`config.mk`:
```
export PLATFORM = sky130hd
export DESIGN_NAME = lvdc_core
export DESIGN_NICKNAME = d
export VERILOG_FILES = /design/src/core/lvdc_pkg.sv /design/src/core/lvdc_core.sv
export SDC_FILE = /design/constraint.sdc
export NUM_CORES = 1
export LEC_CHECK = 0
export ABC_AREA = 0
export CAP_MARGIN = 20
export CORE_MARGIN = 8
export CORE_UTILIZATION = 25
export DETAILED_ROUTE_END_ITERATION = 6
export DONT_BUFFER_PORTS = 1
export GPL_TIMING_DRIVEN = 0
export SLEW_MARGIN = 20
export SYNTH_ARGS = -nofsm -noshare
export SYNTH_HDL_FRONTEND = slang
export SYNTH_SLANG_ARGS = --single-unit
```
`constraint.sdc`:
```
create_clock -name ref_clk -period 1.8 [get_ports ref_clk]
set_clock_uncertainty 0.15 [all_clocks]
set_input_delay 0.09 -clock ref_clk [delete_from_list [all_inputs] [get_ports ref_clk]]
set_output_delay 0.09 -clock ref_clk [all_outputs]
set_load 0.05 [all_outputs]
```
`src/core/lvdc_pkg.sv`:
```
// constants and carrier types for the low-voltage detect control block
package lvdc_pkg;
    // register addresses on the cpu memory bus
    localparam logic [15:0] CTL_ADDR = 16'hffbe;
    localparam logic [15:0] LVL_ADDR = 16'hffbf;
    // control register field positions
    localparam int ENABLE_BIT = 7;
    localparam int SOURCE_BIT = 2;
    localparam int ACTION_BIT = 1;
    localparam int FLAG_BIT = 0;
    localparam int LVL_W = 4;
    // reset values after any reset other than a monitor reset
    localparam logic [7:0] CTL_RESET = 8'h00;
    localparam logic [7:0] LVL_RESET = 8'h00;
    localparam logic [7:0] READ_ZERO = 8'h00;
    // detection delay: least time from below-threshold to flag set
    localparam int CLK_MHZ = 40;
    localparam int FILTER_TIME_US = 200;
    localparam int FILTER_CYCLES = FILTER_TIME_US * CLK_MHZ;
    localparam int CNT_W = 14;
    // cpu access request
    typedef struct packed {
        logic [15:0] addr;
        logic [7:0] wdata;
        logic wr;
        logic bit_wr;
        logic [2:0] bit_sel;
        logic rd;
    } lvdc_bus_req_t;
endpackage

```
`src/core/lvdc_core.sv`:
```
// low-voltage detect control: mode registers, detection filter, reset and interrupt
`timescale 1ns/1ps
//////////////////////////////////////////////////////////////////////////////////////////
// Summary of operation
// RL1: source_select picks supply or external sense comparison
// RL2: action_select 1 holds reset while below
// RL3: action_select 0 pulses interrupt on both crossings
// RL4: sixteen supply levels; external reference fixed
// RL5: below_threshold_flag bit 0, read-only, zero when disabled
// RL6: monitor reset sets monitor_reset_cause_flag
// RL7: source bit 2, action bit 1, bits 6..3 zero
// RL8: monitor_enable bit 7 starts or stops monitoring
// RL9: other resets clear control; monitor reset keeps it
// RL10: software waits stabilization after enabling monitor
// RL11: flag sets at least 200 us after drop
// RL12: control at ffbe, bit and byte writes
// RL13: monitoring continues during stop mode
// RL14: level register ffbf kept over monitor reset
// RL15: disabling while below in interrupt mode interrupts
// RL16: synchronize comparator; one pulse per crossing
module lvdc_core #(
    parameter int FILTER_CYCLES = lvdc_pkg::FILTER_CYCLES
) (
    // clock and non-monitor reset
    input wire logic ref_clk,
    input wire logic reset_n,
    // cpu bus
    input wire lvdc_pkg::lvdc_bus_req_t bus_req,
    output logic [7:0] bus_rdata_q,
    // analog comparator side
    input wire logic supply_below_raw,
    input wire logic ext_below_raw,
    output logic comparator_enable_q,
    output logic [lvdc_pkg::LVL_W-1:0] threshold_level_q,
    // system side
    input wire logic cause_clear,
    output logic monitor_reset_q,
    output logic monitor_interrupt_q,
    output logic monitor_reset_cause_flag_q
);
    //////////////////////////////////////////////////////////////////////////////////////
    // byte or single-bit write onto an 8-bit register
    function automatic logic [7:0] apply_write(input logic [7:0] old,
                                               input lvdc_pkg::lvdc_bus_req_t req);
        logic [7:0] res;
        res = old;
        if (req.wr)
        begin
            res = req.wdata;
        end
        else if (req.bit_wr)
        begin
            res[req.bit_sel] = req.wdata[0];
        end
        return res;
    endfunction

    logic enable_q;
    logic source_q;
    logic action_q;
    logic flag_q;
    logic flag_d;
    logic [lvdc_pkg::CNT_W-1:0] cnt_q;
    logic [1:0] sync1_q;
    logic [1:0] sync2_q;
    logic below_sel;
    logic ctl_hit;
    logic lvl_hit;
    logic [7:0] ctl_view;
    logic [7:0] ctl_new;
    logic [7:0] lvl_new;
    localparam logic [lvdc_pkg::CNT_W-1:0] CNT_MAX = lvdc_pkg::CNT_W'(FILTER_CYCLES);

    assign ctl_hit = (bus_req.wr || bus_req.bit_wr) && bus_req.addr == lvdc_pkg::CTL_ADDR;
    assign lvl_hit = (bus_req.wr || bus_req.bit_wr) && bus_req.addr == lvdc_pkg::LVL_ADDR;

    always_comb
    begin
        ctl_view = lvdc_pkg::READ_ZERO;
        ctl_view[lvdc_pkg::ENABLE_BIT] = enable_q;
        ctl_view[lvdc_pkg::SOURCE_BIT] = source_q;
        ctl_view[lvdc_pkg::ACTION_BIT] = action_q;
        ctl_view[lvdc_pkg::FLAG_BIT] = flag_q;
    end
    assign ctl_new = apply_write(ctl_view, bus_req);
    assign lvl_new = apply_write({4'h0, threshold_level_q}, bus_req);

    //////////////////////////////////////////////////////////////////////////////////////
    // control register; only reset_n clears it, the monitor reset never reaches here
    always_ff @(posedge ref_clk or negedge reset_n)
    begin
        if (!reset_n)
        begin
            enable_q <= lvdc_pkg::CTL_RESET[lvdc_pkg::ENABLE_BIT]; // [RL9]
            source_q <= lvdc_pkg::CTL_RESET[lvdc_pkg::SOURCE_BIT];
            action_q <= lvdc_pkg::CTL_RESET[lvdc_pkg::ACTION_BIT];
        end
        else if (ctl_hit) // [RL12]
        begin
            enable_q <= ctl_new[lvdc_pkg::ENABLE_BIT]; // [RL8]
            source_q <= ctl_new[lvdc_pkg::SOURCE_BIT]; // [RL7]
            action_q <= ctl_new[lvdc_pkg::ACTION_BIT];
        end
    end

    // level select; ignored by the external path, whose reference is fixed
    always_ff @(posedge ref_clk or negedge reset_n)
    begin
        if (!reset_n)
        begin
            threshold_level_q <= lvdc_pkg::LVL_RESET[lvdc_pkg::LVL_W-1:0]; // [RL14]
        end
        else if (lvl_hit)
        begin
            threshold_level_q <= lvl_new[lvdc_pkg::LVL_W-1:0]; // [RL4]
        end
    end

    always_ff @(posedge ref_clk or negedge reset_n)
    begin
        if (!reset_n)
        begin
            comparator_enable_q <= 1'b0;
        end
        else
        begin
            comparator_enable_q <= enable_q; // [RL8]
        end
    end

    //////////////////////////////////////////////////////////////////////////////////////
    // comparator outputs are asynchronous; no gating by stop mode keeps them live
    genvar gi;
    generate
        for (gi = 0; gi < 2; gi++)
        begin : g_sync
            always_ff @(posedge ref_clk or negedge reset_n)
            begin
                if (!reset_n)
                begin
                    sync1_q[gi] <= 1'b0;
                    sync2_q[gi] <= 1'b0;
                end
                else
                begin
                    sync1_q[gi] <= gi == 0 ? supply_below_raw : ext_below_raw; // [RL16]
                    sync2_q[gi] <= sync1_q[gi]; // [RL13]
                end
            end
        end
    endgenerate

    assign below_sel = source_q ? sync2_q[1] : sync2_q[0]; // [RL1]

    // filter counter: flag only after a full run of below samples
    always_ff @(posedge ref_clk or negedge reset_n)
    begin
        if (!reset_n)
        begin
            cnt_q <= '0;
        end
        else if (!enable_q || !below_sel)
        begin
            cnt_q <= '0;
        end
        else if (cnt_q != CNT_MAX)
        begin
            cnt_q <= cnt_q + 1'b1; // [RL11]
        end
    end

    assign flag_d = enable_q && below_sel && cnt_q == CNT_MAX; // [RL5] [RL11]

    always_ff @(posedge ref_clk or negedge reset_n)
    begin
        if (!reset_n)
        begin
            flag_q <= 1'b0;
        end
        else
        begin
            flag_q <= flag_d;
        end
    end

    //////////////////////////////////////////////////////////////////////////////////////
    // a flag edge caused by disabling still interrupts, as software expects
    always_ff @(posedge ref_clk or negedge reset_n)
    begin
        if (!reset_n)
        begin
            monitor_interrupt_q <= 1'b0;
        end
        else
        begin
            monitor_interrupt_q <= (flag_d != flag_q) && !action_q; // [RL3] [RL15] [RL16]
        end
    end

    always_ff @(posedge ref_clk or negedge reset_n)
    begin
        if (!reset_n)
        begin
            monitor_reset_q <= 1'b0;
        end
        else
        begin
            monitor_reset_q <= flag_d && action_q; // [RL2]
        end
    end

    // set wins over a clear in the same cycle
    always_ff @(posedge ref_clk or negedge reset_n)
    begin
        if (!reset_n)
        begin
            monitor_reset_cause_flag_q <= 1'b0;
        end
        else if (flag_d && action_q)
        begin
            monitor_reset_cause_flag_q <= 1'b1; // [RL6]
        end
        else if (cause_clear)
        begin
            monitor_reset_cause_flag_q <= 1'b0;
        end
    end

    always_ff @(posedge ref_clk or negedge reset_n)
    begin
        if (!reset_n)
        begin
            bus_rdata_q <= lvdc_pkg::READ_ZERO;
        end
        else if (bus_req.rd)
        begin
            case (bus_req.addr)
                lvdc_pkg::CTL_ADDR: bus_rdata_q <= ctl_view; // [RL7]
                lvdc_pkg::LVL_ADDR: bus_rdata_q <= {4'h0, threshold_level_q};
                default: bus_rdata_q <= lvdc_pkg::READ_ZERO;
            endcase
        end
    end

    //////////////////////////////////////////////////////////////////////////////////////
    flag_off_a: assert property (@(posedge ref_clk) disable iff (!reset_n) // [RL5]
        !enable_q |=> !flag_q) else $error("flag set while disabled");
    filter_min_a: assert property (@(posedge ref_clk) disable iff (!reset_n) // [RL11]
        $rose(flag_q) |-> $past(cnt_q) == CNT_MAX && $past(below_sel))
        else $error("flag set before filter time");
    src_pick_a: assert property (@(posedge ref_clk) disable iff (!reset_n) // [RL1]
        enable_q && source_q && !sync2_q[1] |=> !flag_q)
        else $error("flag follows unselected input");
    reset_hold_a: assert property (@(posedge ref_clk) disable iff (!reset_n) // [RL2]
        flag_q && enable_q && action_q && below_sel |=> monitor_reset_q)
        else $error("monitor reset not held");
    no_reset_a: assert property (@(posedge ref_clk) disable iff (!reset_n) // [RL3]
        !action_q |=> !monitor_reset_q) else $error("reset in interrupt mode");
    irq_edge_a: assert property (@(posedge ref_clk) disable iff (!reset_n) // [RL3]
        !action_q && flag_d != flag_q |=> monitor_interrupt_q)
        else $error("crossing without interrupt");
    disable_irq_a: assert property (@(posedge ref_clk) disable iff (!reset_n) // [RL15]
        $fell(enable_q) && flag_q && !action_q |=> monitor_interrupt_q)
        else $error("disable while below gave no interrupt");
    cause_set_a: assert property (@(posedge ref_clk) disable iff (!reset_n) // [RL6]
        $rose(monitor_reset_q) |-> monitor_reset_cause_flag_q)
        else $error("cause flag not set");
    ctl_write_a: assert property (@(posedge ref_clk) disable iff (!reset_n) // [RL12]
        bus_req.wr && bus_req.addr == lvdc_pkg::CTL_ADDR |=>
        enable_q == $past(bus_req.wdata[lvdc_pkg::ENABLE_BIT])
        && source_q == $past(bus_req.wdata[lvdc_pkg::SOURCE_BIT])
        && action_q == $past(bus_req.wdata[lvdc_pkg::ACTION_BIT]))
        else $error("control byte write lost");
    ctl_zero_a: assert property (@(posedge ref_clk) disable iff (!reset_n) // [RL7]
        bus_req.rd && bus_req.addr == lvdc_pkg::CTL_ADDR |=>
        bus_rdata_q[lvdc_pkg::ENABLE_BIT-1:lvdc_pkg::SOURCE_BIT+1] == '0)
        else $error("reserved control bits nonzero");
    lvl_hold_a: assert property (@(posedge ref_clk) disable iff (!reset_n) // [RL14]
        !lvl_hit |=> $stable(threshold_level_q)) else $error("level changed unwritten");
endmodule

```
==> reports/metrics.csv <==
metric,value,unit
final critical-path share of the clock period,95.4,%
most common flop cell mapped by yosys,dfrtp_1,
most congested layer reported by global routing,met2,
top fanout value on the critical path,6,
R2R Setup Slk,80,ps
H-tree lvl count,2,
leading area contributor after synthesis,dfrtp_1,
wire length after detailed routing,4300,µm
final design area excluding fillers,0.00223,mm²
proportion of layout cells with a drive suffix above 1,16.3,%
dominant cells by area after synthesis,"dfrtp_1 49%, xor2_1 4.4%, nor2_1 3.6%",
register cell area after layout,877,µm²
max_cap viols,0,
final net count,239,
drt pass-1 iters,4,
WL per Instance,14.4,µm
share of the synthesized area in the top cell type,49.4,%
count of vias placed by the detailed router,1354,
"Arr. time, crit path",1770,ps
highest clock rate,0.583,GHz
Global Route met1 Usage,11.3,%
First DRT Iteration DRCs,107,
vias per cell,4.53,
CTS Root Buffer Type,clkbuf_8,
leakage component of the power,1.00,nW
maximum buffer depth of the clock tree,2,
worst reg2reg startpoint,cnt_q[4]$_DFFE_PN0P_,
chip width,100,µm
number of antenna violations at the first check in global routing,0,
met2 track demand over resource in global routing,13.8,%
number of buffers added by the clock tree synthesis step,5,
ratio of total power to cell area,668,mW/mm²
Final HPWL DP,3190,µm
average size of a mapped cell,10.4,µm²
number of enable flip-flop cells after synthesis,0,
outcome,finished clean,
number of register bits inferred by synthesis,35,
startpoint of the most critical hold path,bus_req[2],
final weighted congestion of routability-driven global placement,0.791,
data required time at the worst endpoint,1850,ps
row cnt,30,
DRC viols,0,
via count of the first global-routing pass,1363,
total of fill cells in the finished design,696,
relative slew slack,63.0,%
first-pass GRT wire length,7200,µm
input/output buffers,0,
setup violation total in the final timing report,0,
endpoint class of the critical path,flip-flop,
count of inserted antenna diode cells,0,
Min-Delay Path Class,input port to flip-flop,
I/O pin count,51,
starting density of the core,26.0,%
fraction of the yosys area taken by sequential cells,49.4,%
global route overflow,0,
time the final worst path needs with I/O delays and setup,1720,ps
worst-skew pair later-pin latency,280,ps
Post-Place Setup Slack,-10.8,ps
number of different library cells in the post-synthesis netlist,44,
multi-input logic area,845,µm²
Layout area overhead,26.0,%
count of cells along the worst hold path,3,
maximum number of pins on one net before global-route repair,36,
largest vdd supply drop,0.000232,V
met3 Usage GRT,3.25,%
Critical Path Source Type,flip-flop,
instance count of the mapped netlist,171,
Final Util,32.7,%
Crit Path Class,flip-flop to flip-flop,
fin. max-slew vios,0,
Final WS setup,83.6,ps
slew of the pin with the lowest slew margin,556,ps
clock sink count,35,
proportion of synthesized flip-flops having asynchronous set or reset,100,%
GRT Resource Usage Total,9.01,%
vertical die dimension,100,µm
Post-Syn Area,0.00177,mm²
"Endpoint, Worst Hold",source_q$_DFFE_PN0P_,
clock edge transition at the registers on the reported setup and hold paths,70,ps
area post-placement,0.00190,mm²
CTS tree,done,
CORE AREA,0.00683,mm²
CP startpoint,cnt_q[4]$_DFFE_PN0P_,
total of warnings raised by yosys,0,
final hold violations,0,
Antenna Violating Nets Remaining,0,
overall die area,0.0100,mm²
worst slack on hold paths,15.6,ps
worst flop-to-flop path endpoint,monitor_interrupt_q$_DFF_PN0_,
worst r2r path cells,4,
cell usage in the layout (no fill, tap or decap), drive strengths merged, types with 4 or more instances in the layout:
cell         netlist  routed
buf                4      10
and4               6       6
and3               4       4
nor2              17      17
nand4             10      10
xor2               9       9
a21oi              5       5
o22ai              4       4
dlygate4sd3        0      15
dfrtp             35      35
clkbuf             3       9
mux2               5       5
inv               11      11
nand2             16      16
nand3              4       4
critical path, cell delays in order, from the launching register on:
cell	delay, ps
dfrtp_2	460
nor4b_4	310
nand4_2	190
or3_1	360
a21oi_2	170
registers in the layout, summed over array words and instances (netlist names):
signal	count
action_q	1
bus_rdata_q	5
cnt_q	14
comparator_enable_q	1
enable_q	1
flag_q	1
monitor_interrupt_q	1
monitor_reset_cause_flag_q	1
monitor_reset_q	1
source_q	1
sync1_q	2
sync2_q	2
threshold_level_q	4
synthesized netlist by cell type (all sizes together), types with 4 or more instances:
| master | count |
|---|---|
| buf | 4 |
| mux2 | 5 |
| a21oi | 5 |
| and4 | 6 |
| and3 | 4 |
| xor2 | 9 |
| nor2 | 17 |
| nand3 | 4 |
| o22ai | 4 |
| nand4 | 10 |
| inv | 11 |
| nand2 | 16 |
| dfrtp | 35 |
metal layers:
layer	up-vias	routed length, µm	share of wire, %
met1	636	1880	44
met4	0	71	1.7
met5	-	0	0
met3	8	332	7.7
met2	41	2020	47
li1	669	-	-
cell type report:
type	instances	area share, %
multi-input cells	120	37.8
plain buffers	7	2.07
inverters	11	1.85
repair buffers	22	9.85
well taps	96	5.38
clock inverters	2	0.560
clock buffers	6	3.25
flip-flops and latches	35	39.2
worst max-delay path by stage:
stage,to,slack [ps],cells past startpoint
after detailed placement,monitor_interrupt_q$_DFF_PN0_,-10,4
after global routing,monitor_interrupt_q$_DFF_PN0_,-0.6,6
after floorplan,monitor_interrupt_q$_DFF_PN0_,220,4
after global placement,monitor_interrupt_q$_DFF_PN0_,4,4
final,monitor_interrupt_q$_DFF_PN0_,80,4
after CTS,monitor_interrupt_q$_DFF_PN0_,8,6
where the power goes:
part	internal, mW	switching, mW
sequential	0.796	0.00834
combinational	0.0620	0.0770
clock	0.270	0.280
total	1.13	0.366
metrics by stage:
stage / power (mW) / setup TNS, ps / std cells
after floorplan: 0.888 / 0 / 173
after global placement: 0.900 / 0 / 269
after detailed placement: 0.902 / -10.8 / 269
after CTS: 1.51 / 0 / 294
after global routing: 1.58 / -0.587 / 299
final: 1.49 / 0 / 299
cell families (layout without fill, tap and decap cells):
family,Yosys count,after routing,share of synthesized area [%]
DFF,35,35,49.4
and+or+nand+nor,75,75,26.3
buffers and inverters,18,48,4.52
xor gates and xnor gates,10,10,4.94
adders and majority gates,2,2,1.41
other,1,3,0.212
AOI/OAI and AO/OA,22,22,8.33
muxes,8,8,4.87
repair_timing:
item | 4_1_cts | 5_1_grt
endpoints found under the hold margin | 50 | 0
gates resized for setup | 2 | 8
endpoints found under the setup margin | 2 | 7
hold buffers | 17 | 0
gates cloned | 0 | 0
setup buffers | 0 | 5
pin swaps | 0 | 2
Power figures use the tool's default switching activity.
